**config.mk**
```make
export PLATFORM = sky130hd
export DESIGN_NAME = autoneg_nextpage_gig_ctrl_regs
export DESIGN_NICKNAME = d
export VERILOG_FILES = /design/src/anng_pkg.sv /design/src/autoneg_nextpage_gig_ctrl_regs.sv /design/src/mgmt_serial_slave.sv
export VERILOG_INCLUDE_DIRS = /design/src /design/src/src
export SDC_FILE = /design/constraint.sdc
export NUM_CORES = 1
export LEC_CHECK = 0
export ABC_AREA = 1
export BUFFER_PORTS_ARGS = -buffer_cell sky130_fd_sc_hd__buf_2
export CORE_MARGIN = 1
export CORE_UTILIZATION = 37
export DETAILED_ROUTE_END_ITERATION = 6
export PLACE_DENSITY_LB_ADDON = 0.12
export SYNTH_ARGS = -nofsm -noshare
export SYNTH_HDL_FRONTEND = slang
export SYNTH_SLANG_ARGS = --single-unit
```
**constraint.sdc**
```tcl
create_clock -name i_sys_clk -period 2.4 [get_ports i_sys_clk]
set_input_delay 0.12 -clock i_sys_clk [delete_from_list [all_inputs] [get_ports i_sys_clk]]
set_output_delay 0.12 -clock i_sys_clk [all_outputs]
set_load 0.05 [all_outputs]
```
**src/anng_defines.svh**
```systemverilog
/*
 * Register offsets, field positions, reset values and serial frame
 * constants for the autonegotiation next-page and gigabit control bank.
 * Assumes a 5-bit management register address and 16-bit registers.
 */
`ifndef ANNG_DEFINES_SVH
`define ANNG_DEFINES_SVH

// Register addresses on the management interface
`define ADDR_EXPANSION      5'h06
`define ADDR_NP_TRANSMIT    5'h07
`define ADDR_NP_RECEIVE     5'h08
`define ADDR_GIG_CONTROL    5'h09

// Expansion register fields
`define EXP_PD_FAULT        4
`define EXP_LP_NP_ABLE      3
`define EXP_LOCAL_NP        2
`define EXP_PAGE_RX         1
`define EXP_LP_AN_ABLE      0
`define EXP_LH_RST          3'h4

// Next-page word fields (transmit and receive)
`define NP_NEXT             15
`define NP_ACK              14
`define NP_MSG_PAGE         13
`define NP_ACK2             12
`define NP_TOGGLE           11
`define NP_CODE_HI          10
`define NP_TX_CODE_RST      11'h001
`define NP_TX_MP_RST        1'h1
`define NP_RX_WR_MASK       16'h37ff

// Gigabit control fields
`define GIG_TEST_HI         15
`define GIG_TEST_LO         13
`define GIG_MS_MANUAL       12
`define GIG_MS_VALUE        11
`define GIG_PORT_TYPE       10
`define GIG_ADV_FD          9
`define GIG_ADV_HD          8
`define GIG_TEST_MAX        3'h4

// Serial management frame
`define MGMT_PRE_LEN        6'h20
`define MGMT_OP_READ        2'h2
`define MGMT_OP_WRITE       2'h1

`endif

```
**src/anng_pkg.sv**
```systemverilog
/*
 * Types shared by the next-page and gigabit control register bank.
 * Assumes nothing beyond a SystemVerilog elaborator.
 */
package anng_pkg;

    typedef enum logic [2:0]
    {
        ST_PRE,
        ST_START,
        ST_OP,
        ST_ADDR,
        ST_TA,
        ST_DATA
    } mgmt_state_t;

endpackage

```
**src/autoneg_nextpage_gig_ctrl_regs.sv**
```systemverilog
/*
 * Autonegotiation expansion, next-page transmit/receive and gigabit
 * control registers, reached over the serial management pins.
 * Assumes the negotiation engine runs on i_sys_clk and drives its
 * event inputs as one-cycle pulses, and that the strap pin is stable
 * while i_rst is held.
 */
`include "anng_defines.svh"

// Overview of operation
// - Parallel detection fault latches high in expansion bit 4, resets 0.
// - New page from partner latches high in expansion bit 1, resets 0.
// - Expansion bit 2 reports local next-page support, reads one.
// - Expansion bit 3 shows partner next-page ability, read live from i_lp_np_able.
// - Expansion bit 0 shows partner negotiation ability; bits 15:5 zero.
// - Transmit bit 15 set means more pages follow; resets zero.
// - Transmit code field 10:0 resets 1; bit 13 formatted, resets one.
// - Transmit bit 11 is inverse of previously sent toggle value.
// - Bit 12 of next-page words means sender can comply; resets zero.
// - Received partner next page at address 8; status bits read-only.
// - Test field 15:13 picks normal or one of four test modes.
// - Bit 12 one selects manual master/slave, zero automatic.
// - Bit 11 picks master or slave, only when bit 12 set.
// - Port-type bit 10 advertises master or slave preference.
// - Bits 9 and 8 advertise gigabit full and half duplex.
// - Gigabit advertisement bits load from strap pin at reset.
// - Bits 12:8 extend the base technology ability; 7:0 read zero.
module autoneg_nextpage_gig_ctrl_regs
    import anng_pkg::*;
#(
    parameter logic [4:0] PHY_ADDR     = 5'h00,
    parameter logic       LOCAL_NP_CAP = 1'b1
)
(
    // Clock and reset
    input  wire logic        i_sys_clk,
    input  wire logic        i_rst,
    // Management pins
    input  wire logic        i_mdc,
    input  wire logic        i_mdio,
    output logic             o_mdio,
    output logic             o_mdio_oe_n,
    // Strap pin
    input  wire logic        i_gig_strap,
    // Negotiation engine status
    input  wire logic        i_par_det_fault,
    input  wire logic        i_page_rx,
    input  wire logic        i_lp_np_able,
    input  wire logic        i_lp_an_able,
    // Next-page exchange
    input  wire logic        i_tx_page_sent,
    input  wire logic        i_tx_page_toggle,
    input  wire logic        i_rx_np_valid,
    input  wire logic [15:0] i_rx_np_word,
    output logic [15:0]      o_tx_np_word,
    // Gigabit control
    output logic [2:0]       o_test_mode,
    output logic             o_ms_manual,
    output logic             o_ms_master,
    output logic             o_port_multi,
    output logic             o_adv_gig_fd,
    output logic             o_adv_gig_hd,
    output logic [4:0]       o_tech_ability_ext
);

    logic        rd_stb;
    logic        wr_stb;
    logic [4:0]  reg_addr;
    logic [15:0] wdata;
    logic        rd_exp;
    logic        wr_tx;
    logic        wr_rx;
    logic        wr_gig;

    logic        strap_s1_ff, strap_s2_ff;
    logic [2:0]  lh_ff, nxt_lh;
    logic [2:0]  lh_live;

    logic        np_next_ff, nxt_np_next;
    logic        np_mp_ff, nxt_np_mp;
    logic        np_ack2_ff, nxt_np_ack2;
    logic        np_tog_ff, nxt_np_tog;
    logic [10:0] np_code_ff, nxt_np_code;
    logic [15:0] rx_word_ff, nxt_rx_word;

    logic [2:0]  test_ff, nxt_test;
    logic        ms_man_ff, nxt_ms_man;
    logic        ms_val_ff, nxt_ms_val;
    logic        port_ff, nxt_port;
    logic        adv_fd_ff, nxt_adv_fd;
    logic        adv_hd_ff, nxt_adv_hd;

    logic [15:0] exp_word;
    logic [15:0] tx_word;
    logic [15:0] gig_word;
    logic [15:0] rdata_ff, nxt_rdata;

    mgmt_serial_slave #(
        .PHY_ADDR    (PHY_ADDR)
    ) u_mgmt (
        .i_sys_clk   (i_sys_clk),
        .i_rst       (i_rst),
        .i_mdc       (i_mdc),
        .i_mdio      (i_mdio),
        .o_mdio      (o_mdio),
        .o_mdio_oe_n (o_mdio_oe_n),
        .o_rd_stb    (rd_stb),
        .o_wr_stb    (wr_stb),
        .o_reg_addr  (reg_addr),
        .o_wdata     (wdata),
        .i_rdata     (rdata_ff)
    );

    assign rd_exp = rd_stb && (reg_addr == `ADDR_EXPANSION);
    assign wr_tx  = wr_stb && (reg_addr == `ADDR_NP_TRANSMIT);
    assign wr_rx  = wr_stb && (reg_addr == `ADDR_NP_RECEIVE);
    assign wr_gig = wr_stb && (reg_addr == `ADDR_GIG_CONTROL);

    // Latched-high flags: an event in the read cycle survives the read
    assign lh_live = {LOCAL_NP_CAP, i_page_rx, i_par_det_fault};

    generate
        for (genvar i = 0; i < 3; i++)
        begin : g_lh
            assign nxt_lh[i] = lh_live[i] | (lh_ff[i] & ~rd_exp);
        end
    endgenerate

    assign exp_word = {11'h000,
                       lh_ff[0],
                       i_lp_np_able,
                       lh_ff[2],
                       lh_ff[1],
                       i_lp_an_able};

    assign tx_word  = {np_next_ff, 1'b0, np_mp_ff, np_ack2_ff,
                       np_tog_ff, np_code_ff};
    assign gig_word = {test_ff, ms_man_ff, ms_val_ff, port_ff,
                       adv_fd_ff, adv_hd_ff, 8'h00};

    always_comb
    begin
        nxt_np_next = np_next_ff;
        nxt_np_mp   = np_mp_ff;
        nxt_np_ack2 = np_ack2_ff;
        nxt_np_tog  = np_tog_ff;
        nxt_np_code = np_code_ff;
        nxt_rx_word = rx_word_ff;
        nxt_test    = test_ff;
        nxt_ms_man  = ms_man_ff;
        nxt_ms_val  = ms_val_ff;
        nxt_port    = port_ff;
        nxt_adv_fd  = adv_fd_ff;
        nxt_adv_hd  = adv_hd_ff;
        nxt_rdata   = rdata_ff;

        if (wr_tx)
        begin
            nxt_np_next = wdata[`NP_NEXT];
            nxt_np_mp   = wdata[`NP_MSG_PAGE];
            nxt_np_ack2 = wdata[`NP_ACK2];
            nxt_np_code = wdata[`NP_CODE_HI:0];
        end
        // Toggle is owned by the engine; software writes do not touch it
        if (i_tx_page_sent)
            nxt_np_tog = ~i_tx_page_toggle;

        // A page arriving from the partner wins over a host write
        if (i_rx_np_valid)
            nxt_rx_word = i_rx_np_word;
        else if (wr_rx)
            nxt_rx_word = (rx_word_ff & ~`NP_RX_WR_MASK)
                          | (wdata & `NP_RX_WR_MASK);

        if (wr_gig)
        begin
            nxt_test   = wdata[`GIG_TEST_HI:`GIG_TEST_LO];
            nxt_ms_man = wdata[`GIG_MS_MANUAL];
            nxt_ms_val = wdata[`GIG_MS_VALUE];
            nxt_port   = wdata[`GIG_PORT_TYPE];
            nxt_adv_fd = wdata[`GIG_ADV_FD];
            nxt_adv_hd = wdata[`GIG_ADV_HD];
        end

        // Read data is captured before the flags clear on the same edge
        if (rd_stb)
        begin
            case (reg_addr)
                `ADDR_EXPANSION:   nxt_rdata = exp_word;
                `ADDR_NP_TRANSMIT: nxt_rdata = tx_word;
                `ADDR_NP_RECEIVE:  nxt_rdata = rx_word_ff;
                `ADDR_GIG_CONTROL: nxt_rdata = gig_word;
                default:           nxt_rdata = 16'h0000;
            endcase
        end
    end

    // Strap synchroniser has no reset so it is valid while reset is held
    always_ff @(posedge i_sys_clk)
    begin
        strap_s1_ff <= i_gig_strap;
        strap_s2_ff <= strap_s1_ff;
    end

    always_ff @(posedge i_sys_clk)
    begin
        if (i_rst)
        begin
            lh_ff      <= `EXP_LH_RST;
            np_next_ff <= 1'b0;
            np_mp_ff   <= `NP_TX_MP_RST;
            np_ack2_ff <= 1'b0;
            np_tog_ff  <= 1'b0;
            np_code_ff <= `NP_TX_CODE_RST;
            rx_word_ff <= 16'h0000;
            test_ff    <= 3'h0;
            ms_man_ff  <= 1'b0;
            ms_val_ff  <= 1'b0;
            port_ff    <= 1'b0;
            adv_fd_ff  <= strap_s2_ff;
            adv_hd_ff  <= strap_s2_ff;
            rdata_ff   <= 16'h0000;
        end
        else
        begin
            lh_ff      <= nxt_lh;
            np_next_ff <= nxt_np_next;
            np_mp_ff   <= nxt_np_mp;
            np_ack2_ff <= nxt_np_ack2;
            np_tog_ff  <= nxt_np_tog;
            np_code_ff <= nxt_np_code;
            rx_word_ff <= nxt_rx_word;
            test_ff    <= nxt_test;
            ms_man_ff  <= nxt_ms_man;
            ms_val_ff  <= nxt_ms_val;
            port_ff    <= nxt_port;
            adv_fd_ff  <= nxt_adv_fd;
            adv_hd_ff  <= nxt_adv_hd;
            rdata_ff   <= nxt_rdata;
        end
    end

    assign o_tx_np_word = tx_word;
    // Reserved codes fall back to normal operation rather than a guess
    assign o_test_mode  = (test_ff > `GIG_TEST_MAX) ? 3'h0
                          : test_ff;
    assign o_ms_manual  = ms_man_ff;
    assign o_ms_master  = ms_man_ff & ms_val_ff;
    assign o_port_multi = port_ff;
    assign o_adv_gig_fd = adv_fd_ff;
    assign o_adv_gig_hd = adv_hd_ff;
    assign o_tech_ability_ext = gig_word[12:8];

    chk_pd_fault_set: assert property (
        @(posedge i_sys_clk) disable iff (i_rst)
        i_par_det_fault |=> lh_ff[0])
        else $error("fault flag not latched");

    chk_page_rx_set: assert property (
        @(posedge i_sys_clk) disable iff (i_rst)
        i_page_rx |=> lh_ff[1] ##1 (lh_ff[1] || $past(rd_exp)))
        else $error("page flag not latched");

    chk_local_np_read: assert property (
        @(posedge i_sys_clk) disable iff (i_rst)
        rd_exp |=> rdata_ff[`EXP_LOCAL_NP] == LOCAL_NP_CAP)
        else $error("local next page bit wrong");

    chk_exp_live_bits: assert property (
        @(posedge i_sys_clk) disable iff (i_rst)
        rd_exp |=> rdata_ff[15:5] == 11'h000
        && rdata_ff[`EXP_LP_AN_ABLE] == $past(i_lp_an_able)
        && rdata_ff[`EXP_LP_NP_ABLE] == $past(i_lp_np_able))
        else $error("expansion read data wrong");

    chk_np_last_page: assert property (
        @(posedge i_sys_clk) disable iff (i_rst)
        wr_tx |=> o_tx_np_word[`NP_NEXT] == $past(wdata[`NP_NEXT])
        && o_tx_np_word[14] == 1'b0)
        else $error("next page bit not written");

    chk_toggle_inverse: assert property (
        @(posedge i_sys_clk) disable iff (i_rst)
        i_tx_page_sent |=> o_tx_np_word[`NP_TOGGLE]
        == !$past(i_tx_page_toggle))
        else $error("toggle not inverted");

    chk_rx_status_ro: assert property (
        @(posedge i_sys_clk) disable iff (i_rst)
        wr_rx && !i_rx_np_valid |=> rx_word_ff[15:14]
        == $past(rx_word_ff[15:14]))
        else $error("received status bits written");

    chk_test_reserved: assert property (
        @(posedge i_sys_clk) disable iff (i_rst)
        o_test_mode <= `GIG_TEST_MAX)
        else $error("reserved test mode driven");

    chk_ms_manual_gate: assert property (
        @(posedge i_sys_clk) disable iff (i_rst)
        o_ms_master |-> o_ms_manual && gig_word[`GIG_MS_VALUE])
        else $error("master forced without manual mode");

    chk_strap_load: assert property (
        @(posedge i_sys_clk)
        $fell(i_rst) |-> o_adv_gig_fd == $past(strap_s2_ff)
        && o_adv_gig_hd == $past(strap_s2_ff))
        else $error("advertisement not loaded from strap");

    chk_lh_hold: assert property (
        @(posedge i_sys_clk) disable iff (i_rst)
        lh_ff[0] && !rd_exp |=> lh_ff[0])
        else $error("latched flag dropped without read");

    chk_page_rx_clear: assert property (
        @(posedge i_sys_clk) disable iff (i_rst)
        rd_exp && !i_page_rx |=> !lh_ff[1])
        else $error("page flag not cleared by read");

    chk_tx_code_write: assert property (
        @(posedge i_sys_clk) disable iff (i_rst)
        wr_tx |=> o_tx_np_word[`NP_CODE_HI:0]
        == $past(wdata[`NP_CODE_HI:0])
        && o_tx_np_word[`NP_MSG_PAGE] == $past(wdata[`NP_MSG_PAGE]))
        else $error("next page code not written");

    chk_ack2_write: assert property (
        @(posedge i_sys_clk) disable iff (i_rst)
        wr_tx |=> o_tx_np_word[`NP_ACK2] == $past(wdata[`NP_ACK2]))
        else $error("comply bit not written");

    chk_rx_capture: assert property (
        @(posedge i_sys_clk) disable iff (i_rst)
        i_rx_np_valid |=> rx_word_ff == $past(i_rx_np_word))
        else $error("received page not stored");

    chk_test_write: assert property (
        @(posedge i_sys_clk) disable iff (i_rst)
        wr_gig && wdata[`GIG_TEST_HI:`GIG_TEST_LO] <= `GIG_TEST_MAX
        |=> o_test_mode == $past(wdata[`GIG_TEST_HI:`GIG_TEST_LO]))
        else $error("test mode not applied");

    chk_ms_manual_write: assert property (
        @(posedge i_sys_clk) disable iff (i_rst)
        wr_gig |=> o_ms_manual == $past(wdata[`GIG_MS_MANUAL]))
        else $error("manual select not applied");

    chk_port_type_write: assert property (
        @(posedge i_sys_clk) disable iff (i_rst)
        wr_gig |=> o_port_multi == $past(wdata[`GIG_PORT_TYPE]))
        else $error("port type not applied");

    chk_adv_write: assert property (
        @(posedge i_sys_clk) disable iff (i_rst)
        wr_gig |=> o_adv_gig_fd == $past(wdata[`GIG_ADV_FD])
        && o_adv_gig_hd == $past(wdata[`GIG_ADV_HD]))
        else $error("advertisement not applied");

    chk_tech_ext_write: assert property (
        @(posedge i_sys_clk) disable iff (i_rst)
        wr_gig |=> o_tech_ability_ext
        == $past(wdata[`GIG_MS_MANUAL:`GIG_ADV_HD]))
        else $error("ability extension wrong");

endmodule

```
**src/mgmt_serial_slave.sv**
```systemverilog
/*
 * Serial management frame slave: decodes preamble, start, opcode,
 * addresses and turnaround, and turns frames into register strobes.
 * Assumes the management clock is at most a quarter of i_sys_clk.
 */
`include "anng_defines.svh"

module mgmt_serial_slave
    import anng_pkg::*;
#(
    parameter logic [4:0] PHY_ADDR = 5'h00
)
(
    // Clock and reset
    input  wire logic        i_sys_clk,
    input  wire logic        i_rst,
    // Management pins
    input  wire logic        i_mdc,
    input  wire logic        i_mdio,
    output logic             o_mdio,
    output logic             o_mdio_oe_n,
    // Register side
    output logic             o_rd_stb,
    output logic             o_wr_stb,
    output logic [4:0]       o_reg_addr,
    output logic [15:0]      o_wdata,
    input  wire logic [15:0] i_rdata
);

    logic        mdc_s1_ff, mdc_s2_ff, mdc_d_ff;
    logic        mdio_s1_ff, mdio_s2_ff;
    mgmt_state_t st_ff, nxt_st;
    logic [5:0]  cnt_ff, nxt_cnt;
    logic [1:0]  op_ff, nxt_op;
    logic [9:0]  addr_ff, nxt_addr;
    logic [15:0] shift_ff, nxt_shift;
    logic        drive_ff, nxt_drive;
    logic        out_ff, nxt_out;
    logic        rd_ff, nxt_rd;
    logic        wr_ff, nxt_wr;
    logic        rise;
    logic        bit_in;
    logic        match;

    assign rise   = mdc_s2_ff & ~mdc_d_ff;
    assign bit_in = mdio_s2_ff;
    assign match  = (addr_ff[9:5] == PHY_ADDR);

    always_comb
    begin
        nxt_st    = st_ff;
        nxt_cnt   = cnt_ff;
        nxt_op    = op_ff;
        nxt_addr  = addr_ff;
        nxt_shift = shift_ff;
        nxt_drive = drive_ff;
        nxt_out   = out_ff;
        nxt_rd    = 1'b0;
        nxt_wr    = 1'b0;
        if (rise)
        begin
            case (st_ff)
                ST_PRE:
                begin
                    if (bit_in)
                        nxt_cnt = (cnt_ff == `MGMT_PRE_LEN) ? cnt_ff
                                  : cnt_ff + 6'h01;
                    else if (cnt_ff == `MGMT_PRE_LEN)
                        nxt_st = ST_START;
                    else
                        nxt_cnt = 6'h00;
                end
                ST_START:
                begin
                    nxt_cnt = 6'h00;
                    nxt_st  = bit_in ? ST_OP : ST_PRE;
                end
                ST_OP:
                begin
                    nxt_op = {op_ff[0], bit_in};
                    if (cnt_ff == 6'h01)
                    begin
                        nxt_st  = ST_ADDR;
                        nxt_cnt = 6'h00;
                    end
                    else
                        nxt_cnt = cnt_ff + 6'h01;
                end
                ST_ADDR:
                begin
                    nxt_addr = {addr_ff[8:0], bit_in};
                    if (cnt_ff == 6'h09)
                    begin
                        nxt_st  = ST_TA;
                        nxt_cnt = 6'h00;
                        nxt_rd  = (nxt_addr[9:5] == PHY_ADDR)
                                  && (op_ff == `MGMT_OP_READ);
                    end
                    else
                        nxt_cnt = cnt_ff + 6'h01;
                end
                ST_TA:
                begin
                    // Second turnaround bit is driven low on a read
                    if (cnt_ff == 6'h00)
                    begin
                        nxt_cnt = 6'h01;
                        if (match && op_ff == `MGMT_OP_READ)
                        begin
                            nxt_drive = 1'b1;
                            nxt_out   = 1'b0;
                        end
                    end
                    else
                    begin
                        nxt_st    = ST_DATA;
                        nxt_cnt   = 6'h00;
                        nxt_out   = i_rdata[15];
                        nxt_shift = {i_rdata[14:0], 1'b0};
                    end
                end
                ST_DATA:
                begin
                    if (drive_ff)
                    begin
                        nxt_out   = shift_ff[15];
                        nxt_shift = {shift_ff[14:0], 1'b0};
                    end
                    else
                        nxt_shift = {shift_ff[14:0], bit_in};
                    if (cnt_ff == 6'h0f)
                    begin
                        nxt_st    = ST_PRE;
                        nxt_cnt   = 6'h00;
                        nxt_drive = 1'b0;
                        nxt_wr    = match && (op_ff == `MGMT_OP_WRITE);
                    end
                    else
                        nxt_cnt = cnt_ff + 6'h01;
                end
                default:
                begin
                    nxt_st  = ST_PRE;
                    nxt_cnt = 6'h00;
                end
            endcase
        end
    end

    // Pin synchronisers carry no reset; they only ever hold sampled data
    always_ff @(posedge i_sys_clk)
    begin
        mdc_s1_ff  <= i_mdc;
        mdc_s2_ff  <= mdc_s1_ff;
        mdc_d_ff   <= mdc_s2_ff;
        mdio_s1_ff <= i_mdio;
        mdio_s2_ff <= mdio_s1_ff;
    end

    always_ff @(posedge i_sys_clk)
    begin
        if (i_rst)
        begin
            st_ff    <= ST_PRE;
            cnt_ff   <= 6'h00;
            op_ff    <= 2'h0;
            addr_ff  <= 10'h000;
            shift_ff <= 16'h0000;
            drive_ff <= 1'b0;
            out_ff   <= 1'b0;
            rd_ff    <= 1'b0;
            wr_ff    <= 1'b0;
        end
        else
        begin
            st_ff    <= nxt_st;
            cnt_ff   <= nxt_cnt;
            op_ff    <= nxt_op;
            addr_ff  <= nxt_addr;
            shift_ff <= nxt_shift;
            drive_ff <= nxt_drive;
            out_ff   <= nxt_out;
            rd_ff    <= nxt_rd;
            wr_ff    <= nxt_wr;
        end
    end

    assign o_rd_stb    = rd_ff;
    assign o_wr_stb    = wr_ff;
    assign o_reg_addr  = addr_ff[4:0];
    assign o_wdata     = shift_ff;
    assign o_mdio      = out_ff;
    assign o_mdio_oe_n = ~drive_ff;

endmodule

```
==> reports/metrics.yaml <==
clkPwrFrac: 0.437
drive_gt1_frac: 0.1589
drt_pre_antenna_iters: 7
vias: 4217
dp.cells: 860
drtAntennaViolNets: 0
fin_tns_setup_ps: 0
synth_area_leaders: "dfxtp_1 43%, nand2_1 12%, o21ai_0 9.0%"
final_nets: 737
cts-buffers-inserted: 9
cp-start-kind: "flop"
final.period_utilization: 0.7758
worst_clock_skew_ps: 8.109
drv_cap: 0
synth_warnings: 0
final_cell_mix: "150 x nand2_1, 103 x dfxtp_1, 86 x o21ai_0"
routed_wl_um: 12420
p_comb_frac: 0.052
path_clk_slew_ps: 70
setup_viol: 0
via_per_inst: 4.776
seq_area_frac_synth: 0.4451
leakage_nw: 2.240
min_period_ps: 1862
layout-area-overhead-vs-synth_pct: 14.75
grt_overflow: 0
die_x_um: 115.5
clock_path_buffers: 2
synth_cell_types: 36
post_cts_buffers: 0
grt_pass1_wl_um: 19790
clkLatencyLatePin_ps: 350
crit_path_end_kind: "flop"
synth_edf_count: 2
clockRootBuffer: "clkbuf_16"
grt_pass1_vias: 3894
gp_congestion: 0.8460
place.detailed.hpwl_um: 8733
synth.largest_area_cell: "dfxtp_1"
worstHoldPathType: "in -> reg"
cts_tree: "built"
rows: 41
fin_util: 0.4352
htree_levels: 3
swShare: 0.2281
core_area_um2: 12570
cp.arrival_ps: 2150
path_class: "reg -> reg"
required_ps: 2690
p_int_mw: 2.714
wl_per_cell_um: 14.06
grt_max_degree: 48
io_buffers: 57
ios: 59
initial_utilization: 0.3793
synth_area_um2: 4767
powerDensity_nw_per_um2: 642.8
n_antenna_cell: 0
grt_usage: 0.1951
synthCells: 663
ys_ff_latch: 105
p_switching_mw: 0.8020
die_area_um2: 13340
fin_cells: 883
syn-num-nets: 694
outcome: "finished with violations"
post-synth-top-area-fraction: 0.4325
cts.sinks: 105
die_h_um: 115.5
postSynth.asyncResetShare: 0
peakVddDrop_mv: 0.5025
antenna_found_initial: 0
fin_total_pwr_mw: 3.516
worst_hold_slack_ps: 8.961
seqPwrFrac: 0.511
cp_max_fo: 15
rsz0062_at_grt: "no"
syn_avg_cell_area_um2: 7.190
drt-initial-drc-count: 249
synthFlopType: "dfxtp_1"
hold_viol: 0
slew_violations: 0
violations: "design-rule violations"
final_common_cell: "nand2_1"
fmax_mhz: 537.1
drc: 2
==> logic make-up (layout without fill, tap and decap cells) <==
group                    count (synthesis)  count (layout)  synth area share
AND/OR/NAND/NOR                        277             277            0.2444
adder cells (fa/ha/maj)                  3               3          0.007875
AO/OA/AOI/OAI                          174             174            0.1969
flip-flops                             105             105            0.4451
buffers and inverters                  103             151            0.1050
other                                    1               1         0.0007866
==> state kept, by name (all words and copies together), names as in the netlist, 2 cells and up <==
| register | cells |
|---|---|
| lh_ff | 2 |
| u_mgmt.st_ff | 3 |
| u_mgmt.op_ff | 2 |
| test_ff | 3 |
| rx_word_ff | 16 |
| np_code_ff | 11 |
| rdata_ff | 16 |
| u_mgmt.addr_ff | 10 |
| u_mgmt.cnt_ff | 6 |
| u_mgmt.o_wdata | 16 |
==> critical path, cell delays in order (launching register included) <==
cell and delay, ps:
dfxtp_1 350, inv_1 100, ha_1 170, nand2_1 70, nor2_1 130, nand2_1 80, nand2_1 380, buf_4 290
o21ai_0 100, a21oi_1 120
==> layout make-up <==
type / instances / area [um^2]
Tap cell: 172 / 215.2
Clock inverter: 5 / 62.56
Inverter: 62 / 237.7
Sequential cell: 105 / 2122
Fill cell: 1332 / 7098
Multi-Input combinational cell: 455 / 2145
Clock buffer: 11 / 252.7
Timing Repair Buffer: 73 / 435.4
==> through the flow <==
step                      worst slack (ps)  cell area (um^2)
after floorplan                      937.9              4767
after global placement               562.5              5085
after detailed placement             545.8              5085
after CTS                            533.0              5470
after global routing                 258.2              5470
final                                538.1              5470
==> power groups by stage <==
stage	clock, mW	sequential (mW)	combinational, mW
final	1.54	1.80	0.182
after global routing	1.65	1.80	0.204
after CTS	1.58	1.80	0.184
after detailed placement	0	1.84	0.174
after global placement	0	1.84	0.172
after floorplan	0	1.84	0.122
==> cells in the mapped netlist, drive strengths merged (2+ instances only) <==
library cell  number
inv               61
nand3             42
ha                 3
clkbuf            11
nor3               2
edfxtp             2
o21ai             97
buf               30
a21oi             72
o211ai             2
nand4              4
nor4               2
nor2              72
nand2            153
dfxtp            103
==> path summary, 6_finish.rpt <==
path	start	end	slack (ps)	depth (start not counted)
min reg2reg	u_mgmt.mdc_s1_ff	u_mgmt.mdc_s2_ff	330	0
max	u_mgmt.cnt_ff[0]	u_mgmt.o_wdata[6]	540	9
max reg2reg	u_mgmt.cnt_ff[0]	u_mgmt.o_wdata[6]	540	9
min	i_page_rx	lh_ff[1]	9	3
==> routing by layer <==
metal / GRT usage / vias up / share of wire
met5: 0 / - / 0
met4: 0.04502 / 0 / 0.0094
met3: 0.04655 / 7 / 0.033
met2: 0.3385 / 60 / 0.49
met1: 0.2439 / 1919 / 0.47
li1: - / 2231 / -
==> repair_timing <==
item                                   CTS  global route
endpoints found under the hold margin    6             0
gates resized for setup                  0             0
hold buffers                             7             0
setup endpoints to repair                0             0
Power figures use the tool's default switching activity.
